### src/pmc_pkg.sv
// Constants, offsets and field layouts of the misc register set.
package pmc_pkg;
   localparam int ADDR_W = 9;
   localparam int DATA_W = 8;
   localparam int ADC_W = 10;
   localparam int SCRATCH_STD_N = 8;
   localparam int SCRATCH_EXT_N = 16;
   localparam int SCRATCH_N = SCRATCH_STD_N + SCRATCH_EXT_N;
   localparam int IDX_W = 5;
   localparam int DRIVE_FIELDS = 9;
   // Register offsets.
   localparam logic [8:0] OFS_CHIP1_IDENTITY = 9'h000;
   localparam logic [8:0] OFS_CHIP2_IDENTITY = 9'h001;
   localparam logic [8:0] OFS_IDENTITY_RESERVED_A = 9'h002;
   localparam logic [8:0] OFS_IDENTITY_RESERVED_B = 9'h003;
   localparam logic [8:0] OFS_RAIL_CONTROL = 9'h0C0;
   localparam logic [8:0] OFS_SCRATCH_STD_BASE = 9'h0D0;
   localparam logic [8:0] OFS_SCRATCH_EXT_BASE = 9'h1A0;
   localparam logic [8:0] OFS_PIN_DRIVE_CONTROL_A = 9'h1BF;
   localparam logic [8:0] OFS_PIN_DRIVE_CONTROL_B = 9'h1C0;
   localparam logic [8:0] OFS_PIN_DRIVE_CONTROL_C = 9'h1C1;
   // Reset values.
   localparam logic [7:0] RST_DRIVE_A = 8'h00;
   localparam logic [7:0] RST_DRIVE_B = 8'h04;
   localparam logic [1:0] RST_DRIVE_C = 2'h1;
   // Identity layout.
   localparam int VENDOR_LSB = 0;
   localparam int REVISION_LSB = 3;
   // Rail control bit positions.
   localparam int RAIL_EN_BIT = 0;
   localparam int RAIL_FAULT_BIT = 1;
   localparam int RAIL_TRIP_BIT = 2;
   localparam int RAIL_ON_BIT = 3;
   // Drive codes.
   localparam logic [1:0] DRIVE_HIZ = 2'h2;
   // Companion settle time before its status is believed.
   localparam int CLK_PERIOD_NS = 10;
   localparam int RAIL_SETTLE_NS = 1000;
   localparam int RAIL_SETTLE_CYCLES =
      (RAIL_SETTLE_NS + CLK_PERIOD_NS - 1) / CLK_PERIOD_NS;
   localparam int SETTLE_W = 8;
endpackage : pmc_pkg

### src/pmc_scratch.sv
// Retained scratch memory, cleared only by the real-time-clock reset.
`timescale 1ns/100ps
module pmc_scratch import pmc_pkg::*; #(
   parameter int DEPTH = SCRATCH_N
) (
   input wire logic clk_in,
   input wire logic rtc_rst_n_in,
   input wire logic wr_en_in,
   input wire logic [IDX_W-1:0] wr_idx_in,
   input wire logic [DATA_W-1:0] wr_data_in,
   input wire logic [IDX_W-1:0] rd_idx_in,
   output logic [DATA_W-1:0] rd_data_out
);
   logic [DATA_W-1:0] mem [DEPTH];
   logic [DATA_W-1:0] next_mem [DEPTH];

   // Next contents: only the addressed byte changes.
   always_comb begin
      for (int i = 0; i < DEPTH; i++) begin
         next_mem[i] = mem[i];
      end
      if (wr_en_in) begin
         next_mem[wr_idx_in] = wr_data_in;
      end
   end

   // The system reset never reaches here, so contents survive it.
   always_ff @(posedge clk_in or negedge rtc_rst_n_in) begin
      if (!rtc_rst_n_in) begin
         for (int i = 0; i < DEPTH; i++) begin
            mem[i] <= 8'h00;
         end
      end else begin
         mem <= next_mem;
      end
   end

   // Read is combinational; the caller registers it.
   assign rd_data_out = mem[rd_idx_in];

   property p_scratch_keeps;
      @(posedge clk_in) disable iff (!rtc_rst_n_in)
      wr_en_in |=> mem[$past(wr_idx_in)] == $past(wr_data_in);
   endproperty
   a_scratch_keeps: assert property (p_scratch_keeps)
      else $error("Scratch byte did not take the written value.");
endmodule : pmc_scratch

### src/pmc_misc_regs.sv
// Misc register set with companion rail control and pin drive settings.
`timescale 1ns/100ps
module pmc_misc_regs import pmc_pkg::*; #(
   parameter logic [2:0] CHIP1_VENDOR = 3'h5, // Arbitrary value.
   parameter logic [2:0] CHIP1_REVISION = 3'h2, // Arbitrary value.
   parameter logic [2:0] CHIP2_VENDOR = 3'h3, // Arbitrary value.
   parameter logic [2:0] CHIP2_REVISION = 3'h1, // Arbitrary value.
   parameter int SETTLE_CYCLES = RAIL_SETTLE_CYCLES
) (
   input wire logic MCLK_IN,
   input wire logic RESET_N_IN,
   input wire logic RTC_POWER_ON_RESET_N_IN,
   input wire logic [ADDR_W-1:0] REG_ADDR_IN,
   input wire logic REG_WR_IN,
   input wire logic REG_RD_IN,
   input wire logic [DATA_W-1:0] REG_WDATA_IN,
   output logic [DATA_W-1:0] REG_RDATA_OUT,
   output logic REG_RVALID_OUT,
   input wire logic THERMAL_TRIP_N_IN,
   input wire logic COMPANION_RAIL_STATUS_N_IN,
   input wire logic [ADC_W-1:0] COMPANION_CURRENT_SENSE_IN,
   output logic [ADC_W-1:0] ADC_COMPANION_SAMPLE_OUT,
   output logic COMPANION_RAIL_ENABLE_OUT,
   output logic REGULATOR_FAULT_IRQ_OUT,
   output logic [1:0] POWER_GOOD_DRIVE_SEL_OUT,
   output logic [1:0] COMP_TOGGLE_DRIVE_SEL_OUT,
   output logic [1:0] IRQ_OUT_DRIVE_SEL_OUT,
   output logic [1:0] RESET_OUT_DRIVE_SEL_OUT,
   output logic [1:0] SLOW_CLOCK_DRIVE_SEL_OUT,
   output logic [1:0] AUDIO_CLOCK_DRIVE_SEL_OUT,
   output logic [1:0] AUX_ENABLE_DRIVE_SEL_OUT,
   output logic [1:0] COMPANION_ENABLE_DRIVE_SEL_OUT,
   output logic [1:0] SERIAL_OUT_DRIVE_SEL_OUT,
   output logic [DRIVE_FIELDS-1:0] PIN_DRIVE_OE_OUT
);
   localparam logic [7:0] CHIP1_ID =
      {2'h0, CHIP1_REVISION, CHIP1_VENDOR};
   localparam logic [7:0] CHIP2_ID =
      {2'h0, CHIP2_REVISION, CHIP2_VENDOR};
   localparam logic [SETTLE_W-1:0] SETTLE_MAX = SETTLE_W'(SETTLE_CYCLES);

   logic sys_meta, sys_rst_n;
   logic rtc_meta, rtc_rst_n;

   // Reset release synchronisers; assertion stays asynchronous.
   always_ff @(posedge MCLK_IN or negedge RESET_N_IN) begin
      if (!RESET_N_IN) begin
         sys_meta <= 1'b0;
         sys_rst_n <= 1'b0;
      end else begin
         sys_meta <= 1'b1;
         sys_rst_n <= sys_meta;
      end
   end

   always_ff @(posedge MCLK_IN or negedge RTC_POWER_ON_RESET_N_IN) begin
      if (!RTC_POWER_ON_RESET_N_IN) begin
         rtc_meta <= 1'b0;
         rtc_rst_n <= 1'b0;
      end else begin
         rtc_meta <= 1'b1;
         rtc_rst_n <= rtc_meta;
      end
   end

   // Address decode.
   logic [ADDR_W-1:0] std_off, ext_off;
   logic std_hit, ext_hit;
   logic [IDX_W-1:0] scratch_idx;
   logic [DATA_W-1:0] scratch_rd;
   logic wr_rail, wr_drv_a, wr_drv_b, wr_drv_c;

   // Standard bytes map to entries 0..7, extended ones to 8..23.
   always_comb begin
      std_off = REG_ADDR_IN - OFS_SCRATCH_STD_BASE;
      ext_off = REG_ADDR_IN - OFS_SCRATCH_EXT_BASE;
      std_hit = (std_off < ADDR_W'(SCRATCH_STD_N));
      ext_hit = (ext_off < ADDR_W'(SCRATCH_EXT_N));
      if (std_hit) begin
         scratch_idx = std_off[IDX_W-1:0];
      end else begin
         scratch_idx = ext_off[IDX_W-1:0] + IDX_W'(SCRATCH_STD_N);
      end
      wr_rail = REG_WR_IN && (REG_ADDR_IN == OFS_RAIL_CONTROL);
      wr_drv_a = REG_WR_IN && (REG_ADDR_IN == OFS_PIN_DRIVE_CONTROL_A);
      wr_drv_b = REG_WR_IN && (REG_ADDR_IN == OFS_PIN_DRIVE_CONTROL_B);
      wr_drv_c = REG_WR_IN && (REG_ADDR_IN == OFS_PIN_DRIVE_CONTROL_C);
   end

   pmc_scratch #(
      .DEPTH(SCRATCH_N)
   ) u_scratch (
      .clk_in(MCLK_IN),
      .rtc_rst_n_in(rtc_rst_n),
      .wr_en_in(REG_WR_IN && (std_hit || ext_hit)),
      .wr_idx_in(scratch_idx),
      .wr_data_in(REG_WDATA_IN),
      .rd_idx_in(scratch_idx),
      .rd_data_out(scratch_rd)
   );

   // Companion rail state.
   logic rail_req, next_rail_req;
   logic rail_en, next_rail_en;
   logic fault, next_fault;
   logic [SETTLE_W-1:0] settle, next_settle;
   logic armed, fault_event;

   // A trip clears the request too, so the rail stays off afterwards
   // until software asks for it again; the trip beats the write.
   always_comb begin
      armed = (settle == SETTLE_MAX);
      fault_event = rail_en && armed && COMPANION_RAIL_STATUS_N_IN;
      next_rail_req = rail_req;
      if (wr_rail) begin
         next_rail_req = REG_WDATA_IN[RAIL_EN_BIT];
      end
      if (!THERMAL_TRIP_N_IN) begin
         next_rail_req = 1'b0;
      end
      next_rail_en = next_rail_req && THERMAL_TRIP_N_IN;
      // Status is ignored until the companion had time to come up.
      if (!rail_en) begin
         next_settle = '0;
      end else if (!armed) begin
         next_settle = settle + SETTLE_W'(1);
      end else begin
         next_settle = settle;
      end
      next_fault = fault;
      if (wr_rail && REG_WDATA_IN[RAIL_FAULT_BIT]) begin
         next_fault = 1'b0;
      end
      if (fault_event) begin
         next_fault = 1'b1;
      end
   end

   always_ff @(posedge MCLK_IN or negedge sys_rst_n) begin
      if (!sys_rst_n) begin
         rail_req <= 1'b0;
         rail_en <= 1'b0;
         fault <= 1'b0;
         settle <= '0;
      end else begin
         rail_req <= next_rail_req;
         rail_en <= next_rail_en;
         fault <= next_fault;
         settle <= next_settle;
      end
   end

   assign COMPANION_RAIL_ENABLE_OUT = rail_en;
   assign REGULATOR_FAULT_IRQ_OUT = fault;

   // Drive-control registers; reserved bits are never stored.
   logic [7:0] drv_a, next_drv_a, drv_b, next_drv_b;
   logic [1:0] drv_c, next_drv_c;
   logic [2*DRIVE_FIELDS-1:0] next_fields;
   logic [DRIVE_FIELDS-1:0] oe, next_oe;

   always_comb begin
      next_drv_a = wr_drv_a ? REG_WDATA_IN : drv_a;
      next_drv_b = wr_drv_b ? REG_WDATA_IN : drv_b;
      next_drv_c = wr_drv_c ? REG_WDATA_IN[1:0] : drv_c;
      next_fields = {next_drv_c, next_drv_b, next_drv_a};
   end

   // Enables come from the next value so they flip with the field.
   for (genvar i = 0; i < DRIVE_FIELDS; i++) begin : g_oe
      assign next_oe[i] = (next_fields[2*i +: 2] != DRIVE_HIZ);
   end

   always_ff @(posedge MCLK_IN or negedge sys_rst_n) begin
      if (!sys_rst_n) begin
         drv_a <= RST_DRIVE_A;
         drv_b <= RST_DRIVE_B;
         drv_c <= RST_DRIVE_C;
         oe <= '1;
      end else begin
         drv_a <= next_drv_a;
         drv_b <= next_drv_b;
         drv_c <= next_drv_c;
         oe <= next_oe;
      end
   end

   assign POWER_GOOD_DRIVE_SEL_OUT = drv_a[1:0];
   assign COMP_TOGGLE_DRIVE_SEL_OUT = drv_a[3:2];
   assign IRQ_OUT_DRIVE_SEL_OUT = drv_a[5:4];
   assign RESET_OUT_DRIVE_SEL_OUT = drv_a[7:6];
   assign SLOW_CLOCK_DRIVE_SEL_OUT = drv_b[1:0];
   assign AUDIO_CLOCK_DRIVE_SEL_OUT = drv_b[3:2];
   assign AUX_ENABLE_DRIVE_SEL_OUT = drv_b[5:4];
   assign COMPANION_ENABLE_DRIVE_SEL_OUT = drv_b[7:6];
   assign SERIAL_OUT_DRIVE_SEL_OUT = drv_c;
   assign PIN_DRIVE_OE_OUT = oe;

   // Read path and current-sense sample, one cycle of latency.
   logic [DATA_W-1:0] rdata, next_rdata;
   logic rvalid;
   logic [ADC_W-1:0] sense;

   always_comb begin
      next_rdata = rdata;
      if (REG_RD_IN) begin
         next_rdata = 8'h00; // Unmapped reads return zero.
         if (std_hit || ext_hit) begin
            next_rdata = scratch_rd;
         end
         unique case (REG_ADDR_IN)
            OFS_CHIP1_IDENTITY: next_rdata = CHIP1_ID;
            OFS_CHIP2_IDENTITY: next_rdata = CHIP2_ID;
            OFS_IDENTITY_RESERVED_A: next_rdata = 8'h00;
            OFS_IDENTITY_RESERVED_B: next_rdata = 8'h00;
            OFS_RAIL_CONTROL: begin
               next_rdata = 8'h00;
               next_rdata[RAIL_EN_BIT] = rail_req;
               next_rdata[RAIL_FAULT_BIT] = fault;
               next_rdata[RAIL_TRIP_BIT] = !THERMAL_TRIP_N_IN;
               next_rdata[RAIL_ON_BIT] = !COMPANION_RAIL_STATUS_N_IN;
            end
            OFS_PIN_DRIVE_CONTROL_A: next_rdata = drv_a;
            OFS_PIN_DRIVE_CONTROL_B: next_rdata = drv_b;
            OFS_PIN_DRIVE_CONTROL_C: next_rdata = {6'h00, drv_c};
            default: ;
         endcase
      end
   end

   always_ff @(posedge MCLK_IN or negedge sys_rst_n) begin
      if (!sys_rst_n) begin
         rdata <= 8'h00;
         rvalid <= 1'b0;
         sense <= '0;
      end else begin
         rdata <= next_rdata;
         rvalid <= REG_RD_IN;
         sense <= COMPANION_CURRENT_SENSE_IN;
      end
   end

   assign REG_RDATA_OUT = rdata;
   assign REG_RVALID_OUT = rvalid;
   assign ADC_COMPANION_SAMPLE_OUT = sense;

   property p_enable_follows;
      @(posedge MCLK_IN) disable iff (!sys_rst_n)
      (wr_rail && REG_WDATA_IN[RAIL_EN_BIT] && THERMAL_TRIP_N_IN)
         |=> COMPANION_RAIL_ENABLE_OUT;
   endproperty
   a_enable_follows: assert property (p_enable_follows)
      else $error("Rail enable did not follow the control write.");

   property p_trip_kills;
      @(posedge MCLK_IN) disable iff (!sys_rst_n)
      !THERMAL_TRIP_N_IN |=> !COMPANION_RAIL_ENABLE_OUT && !rail_req;
   endproperty
   a_trip_kills: assert property (p_trip_kills)
      else $error("Rail stayed enabled during a thermal trip.");

   property p_fault_sets;
      @(posedge MCLK_IN) disable iff (!sys_rst_n)
      (COMPANION_RAIL_ENABLE_OUT && armed && COMPANION_RAIL_STATUS_N_IN)
         |=> REGULATOR_FAULT_IRQ_OUT;
   endproperty
   a_fault_sets: assert property (p_fault_sets)
      else $error("Rail loss did not raise the fault output.");

   property p_fault_sticky;
      @(posedge MCLK_IN) disable iff (!sys_rst_n)
      REGULATOR_FAULT_IRQ_OUT && !wr_rail |=> REGULATOR_FAULT_IRQ_OUT;
   endproperty
   a_fault_sticky: assert property (p_fault_sticky)
      else $error("Fault output dropped without a clear.");

   property p_id_read;
      @(posedge MCLK_IN) disable iff (!sys_rst_n)
      REG_RD_IN && REG_ADDR_IN == OFS_CHIP1_IDENTITY
         |=> REG_RVALID_OUT && REG_RDATA_OUT == CHIP1_ID;
   endproperty
   a_id_read: assert property (p_id_read)
      else $error("Identity read returned a wrong value.");

   property p_id_reserved;
      @(posedge MCLK_IN) disable iff (!sys_rst_n)
      REG_RD_IN && (REG_ADDR_IN == OFS_IDENTITY_RESERVED_A ||
         REG_ADDR_IN == OFS_IDENTITY_RESERVED_B) |=> REG_RDATA_OUT == 8'h00;
   endproperty
   a_id_reserved: assert property (p_id_reserved)
      else $error("Reserved identity word read nonzero.");

   property p_drive_write;
      @(posedge MCLK_IN) disable iff (!sys_rst_n)
      wr_drv_a |=> POWER_GOOD_DRIVE_SEL_OUT == $past(REG_WDATA_IN[1:0])
         && RESET_OUT_DRIVE_SEL_OUT == $past(REG_WDATA_IN[7:6]);
   endproperty
   a_drive_write: assert property (p_drive_write)
      else $error("Drive field did not take the written code.");

   property p_hiz;
      @(posedge MCLK_IN) disable iff (!sys_rst_n)
      PIN_DRIVE_OE_OUT[7] == (COMPANION_ENABLE_DRIVE_SEL_OUT != DRIVE_HIZ);
   endproperty
   a_hiz: assert property (p_hiz)
      else $error("Output enable disagrees with the drive code.");

   // A write in the read cycle must not leak into the returned code.
   property p_rsvd_c;
      @(posedge MCLK_IN) disable iff (!sys_rst_n)
      REG_RD_IN && REG_ADDR_IN == OFS_PIN_DRIVE_CONTROL_C
         |=> REG_RDATA_OUT[7:2] == 6'h00 &&
         REG_RDATA_OUT[1:0] == $past(SERIAL_OUT_DRIVE_SEL_OUT);
   endproperty
   a_rsvd_c: assert property (p_rsvd_c)
      else $error("Reserved bits of the third drive register read set.");
endmodule : pmc_misc_regs

### config.mk
export PLATFORM = sky130hd
export DESIGN_NAME = pmc_misc_regs
export DESIGN_NICKNAME = d
export VERILOG_FILES = /design/src/pmc_pkg.sv /design/src/pmc_scratch.sv /design/src/pmc_misc_regs.sv
export SDC_FILE = /design/constraint.sdc
export NUM_CORES = 1
export LEC_CHECK = 0
export BUFFER_PORTS_ARGS = -buffer_cell sky130_fd_sc_hd__buf_2
export CORE_UTILIZATION = 56
export CTS_BUF_LIST = sky130_fd_sc_hd__clkbuf_4
export DETAILED_ROUTE_END_ITERATION = 10
export PLACE_DENSITY_LB_ADDON = 0.15
export SYNTH_ARGS = -nofsm -noshare
export SYNTH_HDL_FRONTEND = slang
export SYNTH_SLANG_ARGS = --single-unit
### constraint.sdc
create_clock -name MCLK_IN -period 6.8 [get_ports MCLK_IN]
set_clock_uncertainty 0.05 [all_clocks]
set_input_delay 0.34 -clock MCLK_IN [delete_from_list [all_inputs] [get_ports MCLK_IN]]
set_output_delay 0.34 -clock MCLK_IN [all_outputs]
set_load 0.005 [all_outputs]
Word-level counts from Yosys, hierarchy flattened
Index checks and enable logic that the tools add are counted.
{"block": "op_classes", "muxes": 18, "add_sub_neg": 4, "eq_ne": 18, "n_lt_le_gt_ge": 4, "bitwise_logic": 1, "n_reduce_logical": 16}
{"cell": "bitwise mux 192 bit", "n": 1}
{"cell": "2-to-1 mux 8 bit", "n": 8}
{"cell": "one-hot mux 8 bit (7 select lines)", "n": 1}
{"cell": "binary-select mux 8 bit (select 5 bit)", "n": 1}
{"cell": "demux 8 bit (select 5 bit)", "n": 1}
{"cell": "== test 9 bit, second input constant", "n": 3}
{"cell": "!= test 2 bit, second input constant", "n": 10}
{"cell": "== test 9 x 2 -> 1 bit, second input constant", "n": 2}
{"cell": "logical AND 1 bit", "n": 10}
{"cell": "== test 9 x 1 -> 1 bit, second input constant", "n": 1}
{"cell": "== test 9 x 8 -> 1 bit, second input constant", "n": 1}
{"cell": "zero test 9 bit", "n": 1}
{"cell": "< comparator 9 x 4 -> 1 bit, second input constant", "n": 1}
{"cell": "< comparator 9 x 5 -> 1 bit, second input constant", "n": 1}
{"cell": "subtractor 9 x 8 -> 9 bit, second input constant", "n": 1}
{"cell": "subtractor 9 bit, second input constant", "n": 1}
{"cell": "adder 8 x 1 -> 8 bit, second input constant", "n": 1}
{"cell": "== test 8 x 7 -> 1 bit, second input constant", "n": 1}
{"cell": ">= comparator 6 bit, second input constant", "n": 1}
{"cell": "< comparator 6 x 1 -> 1 bit, second input constant", "n": 1}
{"cell": "NOT 5 -> 6 bit", "n": 1}
{"cell": "adder 5 x 4 -> 5 bit, second input constant", "n": 1}
{"cell": "2-to-1 mux 5 bit", "n": 1}
{"cell": "2-to-1 mux 1 bit", "n": 4}
{"cell": "other kinds (5)", "n": 6}
{"block": "word_totals", "output_inout_bits": 48, "regBits": 253, "word_cells": 100}

Depth between registers and ports, before layout
{"block": "logic_depth", "depth_word": 9, "mapped_depth": 12}

Cells and area by module
From an unflattened synthesis, not the netlist that was laid out.
{"block": "hier_totals", "hier_cells": 873, "area_unflattened_um2": 11878.9}
{"mod": "pmc_scratch", "seq_area_each_um2": 4804.6, "n_inst": 1, "cells_each": 621, "area_per_inst_um2": 8947.3}
{"mod": "pmc_misc_regs", "seq_area_each_um2": 1515.2, "n_inst": 1, "cells_each": 252, "area_per_inst_um2": 2931.6}

Worst setup path before layout
OpenSTA, ideal clock, no wires.
{"block": "synth_timing", "path_type": "input port to flip-flop", "startpoint": "in REG_ADDR_IN[3]", "endpoint": "reg u_scratch.mem[160] (netlist name)", "required_ns": 6.625, "stages": 12, "setup_slack_ns": 3.655, "arrival_time_ns": 2.970, "setup_ns": 0.125, "path_cell_list": "inv_1 > clkbuf_1 > clkbuf_1 > ha_1 > nand4b_1 > mux2_4 > nor2_2 > buf_6 > mux2_4 > or3_1 > buf_4 > mux2_4"}
{"block": "synth_via", "elab_chain_cells": 9}
{"item": "start: declaration", "line": "pmc_misc_regs.sv:13", "rtl": "input wire logic [ADDR_W-1:0] REG_ADDR_IN,"}
{"item": "subtractor 9 x 8 -> 9 bit / subtractor 9 bit (equally long branches)", "line": "pmc_misc_regs.sv:75, pmc_misc_regs.sv:76"}
{"item": "< comparator 9 x 4 -> 1 bit / adder 5 x 4 -> 5 bit (equally long branches)", "line": "pmc_misc_regs.sv:77, pmc_misc_regs.sv:82"}
{"item": "2-to-1 mux 5 bit", "line": "pmc_misc_regs.sv:79", "rtl": "if (std_hit) begin"}
{"item": "NOT 5 -> 6 bit (not written as such)", "line": "pmc_scratch.sv:23", "rtl": "next_mem[wr_idx_in] = wr_data_in;"}
{"item": ">= comparator 6 bit (not written as such) / < comparator 6 x 1 -> 1 bit (equally long branches)", "line": "pmc_scratch.sv:23"}
{"item": "logical AND 1 bit (not written as such)", "line": "pmc_scratch.sv:23"}
{"item": "2-to-1 mux 8 bit (not written as such)", "line": "pmc_scratch.sv:23"}
{"item": "demux 8 bit (select 5 bit)", "line": "pmc_scratch.sv:23"}
{"item": "bitwise mux 192 bit", "line": "pmc_scratch.sv:23"}
{"item": "end signal: assignment", "line": "pmc_scratch.sv:34", "rtl": "mem <= next_mem;"}
{"item": "end: declaration", "line": "pmc_scratch.sv:14", "rtl": "logic [DATA_W-1:0] mem [DEPTH];"}
Several ways; a longest one is shown, not always the timed one.
A chain may end at the register's enable or synchronous reset.

Worst setup path after layout
{"block": "layout_timing", "startpoint": "in REG_ADDR_IN[3]", "endpoint": "reg u_scratch.mem[65] (netlist name)"}
Same word-level chain as after synthesis.

==> summary.md <==
| Metric | Value |
|---|---|
| Post-synth EDFFs | 0 |
| CTS-repair resized insts | 0 |
| Core area | 0.0206 sq mm |
| Count of pins over their slew limit | 0 |
| Synth warn | 0 |
| Row count | 52 |
| WL final | roughly 29000 um |
| Sw power | 0.756 mW |
| CP Cell Sequence | buf_2 > inv_1 > ha_1 > nand4b_1 > mux2_4 > nor2_2 > mux2i_1 > nand4_1 > mux2_2 |
| Detail Route Antenna Nets | 0 |
| Most frequent cell after synthesis | dfrtp_1 |
| TritonCTS clock tree | built |
| Tcrit/Tclk final | 48.7% |
| Max Freq | just over 300 MHz |
| Count of unique library cells instantiated by Yosys | 54 |
| Gate Count Post-Synth | 838 |
| GPL Wtd Cong | 0.890 |
| Drt initial violations | 464 |
| Commonest cells in the netlist | dfrtp_1 (241), mux2_2 (214), mux4_2 (48), clkbuf_1 (37), nor2_1 (32) |
| #FFs+latches synth | approximately 250 |
| Multi-input gate area | 0.00523 sq mm |
| Vias in the first global route | around 8100 |
| Root Buffer Master | clkbuf_4 |
| Final hold vios | 0 |
| Final setup viols | 0 |
| PortBufs | 81 |
| Routed vias/inst | ~6 |
| Vias | approximately 7600 |
| Req. time, crit path | 7.29 ns |
| Reg area | around 0.0063 sq mm |
| Post-synthesis async set-or-reset flop share | 100% |
| Switching fraction of total power | 24.4% |
| Initial antenna violation count | 2 |
| Clock Tree Buf Depth | 3 |
| Share of layout cells above drive strength 1 | 51.3% |
| Placed cell area | 0.0124 sq mm |
| IO Pins | 82 |
| Total global-route track usage | 28.0% |
| Fillers | 1596 |
| HP Class | in2reg |
| Startpoint types | input port |
| CP max stage delay | 0.58 ns |
| Die Width | 148 um |
| Total leakage power | 6.49 nW |
| CP Capture Type | flop |
| Reg power frac | 50.6% |
| Clock Pin Slew Worst Setup and Hold Paths | 0.06 ns |
| P_int | 2.34 mW |
| Die Area | 0.0218 sq mm |
| DR WL/cell | between 20 and 25 um |
| CP Data Arrival Time | between 3 and 4 ns |
| First-pass GRT wire length | 45800 um |
| Unrepaired setup endpoints after global routing | false |
| Post-synth top area cell | dfrtp_1 |
| Clock sink count | between 200 and 300 |
| Dominant cells by area after synthesis | dfrtp_1 (51%), mux2_2 (20%), mux4_2 (9.1%), dfstp_2 (2.4%), mux2_4 (2.3%) |
| Total negative slack | 0 ns |
| VDD IR max | 0.148 mV |
| Final Cell Area | 0.0134 sq mm |
| Worst-Margin Slew | approximately 1.2 ns |
| Die Ht | between 100 and 150 um |
| CP Max Fanout | 20 |
| Worst Hold Depth | 4 |
| Synth Cell Area | 0.0119 sq mm |
| Crit Path Class | in2reg |
| Largest net degree at the start of global routing | between 80 and 90 |
| Cts bufs inserted | 67 |
| Status | finished clean |
| DRC Markers | 0 |
| Pwr/cell area | around 230 mW/mm^2 |
| Maxcap violations | 0 |
| Post-synth top flop | dfrtp_1 |
| Rel. slew slack | between 20% and 30% |
| Gr ovfl total | 0 |
| Post-synthesis sequential area ratio | 53.1% |
| Fin nets | just under 1000 |
| Syn_area_per_cell | 14.2 sq um |
| Post-synth top area share | just over 50% |
| Combinational power share | 7.3% |
| Area Growth Syn to Fin | 12.6% |
| Clk network pwr share | 42.1% |
| R2R depth | 6 |
| First drt pass iteration count | 5 |
| Critical path's slowest cell | mux2i_1 |
| H-Tree Depth | 3 |
| Fin crit period | around 3.3 ns |
| Initial Utilization | between 50% and 60% |
| Hpwl dp | 18400 um |
| Skew-Pair Late Insertion Delay | 0.66 ns |
## stage by stage
step	worst slack, ns	hold WS (ns)	cells	utilization (%)	total power, mW
floorplan	0.944	-0.00559	839	-	1.74
global placement	3.01	0.0747	1131	60.3	1.80
detailed placement	2.89	0.0791	1131	60.3	1.81
CTS	3.58	0.0416	1259	65.2	3.13
global route	3.29	0.0856	1260	65.2	3.24
finish	3.49	0.0965	1260	65.2	3.10
## placed cells by master, fill, tap and decap left out, types with 5 or more instances in the layout
| cell | instances |
|---|---|
| nor3_1 | 9 |
| o221ai_1 | 8 |
| dfstp_2 | 11 |
| buf_4 | 5 |
| a221oi_1 | 5 |
| a31oi_1 | 13 |
| o21ai_0 | 9 |
| and2_1 | 6 |
| buf_2 | 80 |
| nor2_1 | 32 |
| mux2_2 | 214 |
| nor3_2 | 13 |
| a21oi_1 | 22 |
| nand3_1 | 11 |
| nand2_1 | 26 |
| nor3b_1 | 9 |
| ha_1 | 6 |
| mux4_2 | 48 |
| clkbuf_4 | 101 |
| nand4_1 | 5 |
| dlygate4sd3_1 | 18 |
| mux2_4 | 18 |
| inv_1 | 17 |
| dfrtp_1 | 239 |
| nor4_1 | 8 |
## power by group through the flow
| stage | Sequential, mW | Combinational (mW) | Clock (mW) |
|---|---|---|---|
| 3_3_place_gp | 1.59 | 0.212 | 0 |
| 3_5_place_dp | 1.59 | 0.218 | 0 |
| 5_1_grt | 1.57 | 0.246 | 1.42 |
| 6_report | 1.57 | 0.225 | 1.30 |
| 2_1_floorplan | 1.60 | 0.133 | 0 |
| 4_1_cts | 1.57 | 0.226 | 1.34 |
## worst paths after layout
path | from | to | slack [ns]
worst max-delay path | REG_ADDR_IN[3] | u_scratch.mem[65] | 3.49
worst min-delay path | REG_WR_IN | COMPANION_RAIL_ENABLE_OUT | 0.1
max in group asynchronous | rtc_rst_n | u_scratch.mem[131] | 4.91
worst min register to register | sys_meta | sys_rst_n | 0.30
worst max register to register | u_scratch.mem[80] | REG_RDATA_OUT[0] | 4.71
min in group asynchronous | rtc_rst_n | u_scratch.mem[67] | 0.32
## per-layer routing
metal / vias to the layer above / track usage, % / wire length, um
met5: - / 0 / 8
met4: 2 / 10.3 / 661
met3: 47 / 5.03 / 1250
met2: 230 / 46.2 / 14400
met1: 3961 / 37.2 / 12300
li1: 3348 / - / -
## state kept, by name, summed over array words and instances, names as in the netlist
name and flops:
drv_a 8, REG_RVALID_OUT 1, settle 8, sys_rst_n 1, PIN_DRIVE_OE_OUT 9, rtc_rst_n 1, sys_meta 1, REGULATOR_FAULT_IRQ_OUT 1
rtc_meta 1, COMPANION_RAIL_ENABLE_OUT 1, REG_RDATA_OUT 8, ADC_COMPANION_SAMPLE_OUT 10, SERIAL_OUT_DRIVE_SEL_OUT 2, u_scratch.mem 192, drv_b 8
## cell families (layout without fill, tap and decap cells)
logic type,Yosys count,in the layout,share of synthesized area (%)
muxes,283,283,32.0
adders and majority gates,6,6,0.631
xor gates and xnor gates,6,6,0.442
buffers and inverters,81,231,3.01
other,1,3,0.0315
and+or+nand+nor,144,144,7.14
AOI/OAI and AO/OA,65,65,3.68
DFF,252,252,53.1
## worst max-delay path: cells and delay by family
family | cells | cell delay (ns)
simple gates | 3 | 1.16
fa+ha+maj | 1 | 0.26
buf+inv | 2 | 0.65
mux | 3 | 1.38
## cell type report
type	instances	area share, %
Clock buffer	101	5.66
Antenna cell	1	0.0187
Sequential cell	252	47.2
Inverter	18	0.504
Clock inverter	9	0.495
Tap cell	270	2.52
Timing Repair Buffer	103	4.61
Multi-Input combinational cell	506	39.0
## repair_timing
item                                   in CTS  in global routing
buffers inserted                            0                  0
hold buffers                               18                  0
endpoints found under the hold margin      20                  0
Note: power is estimated with default switching activity, not from simulation.
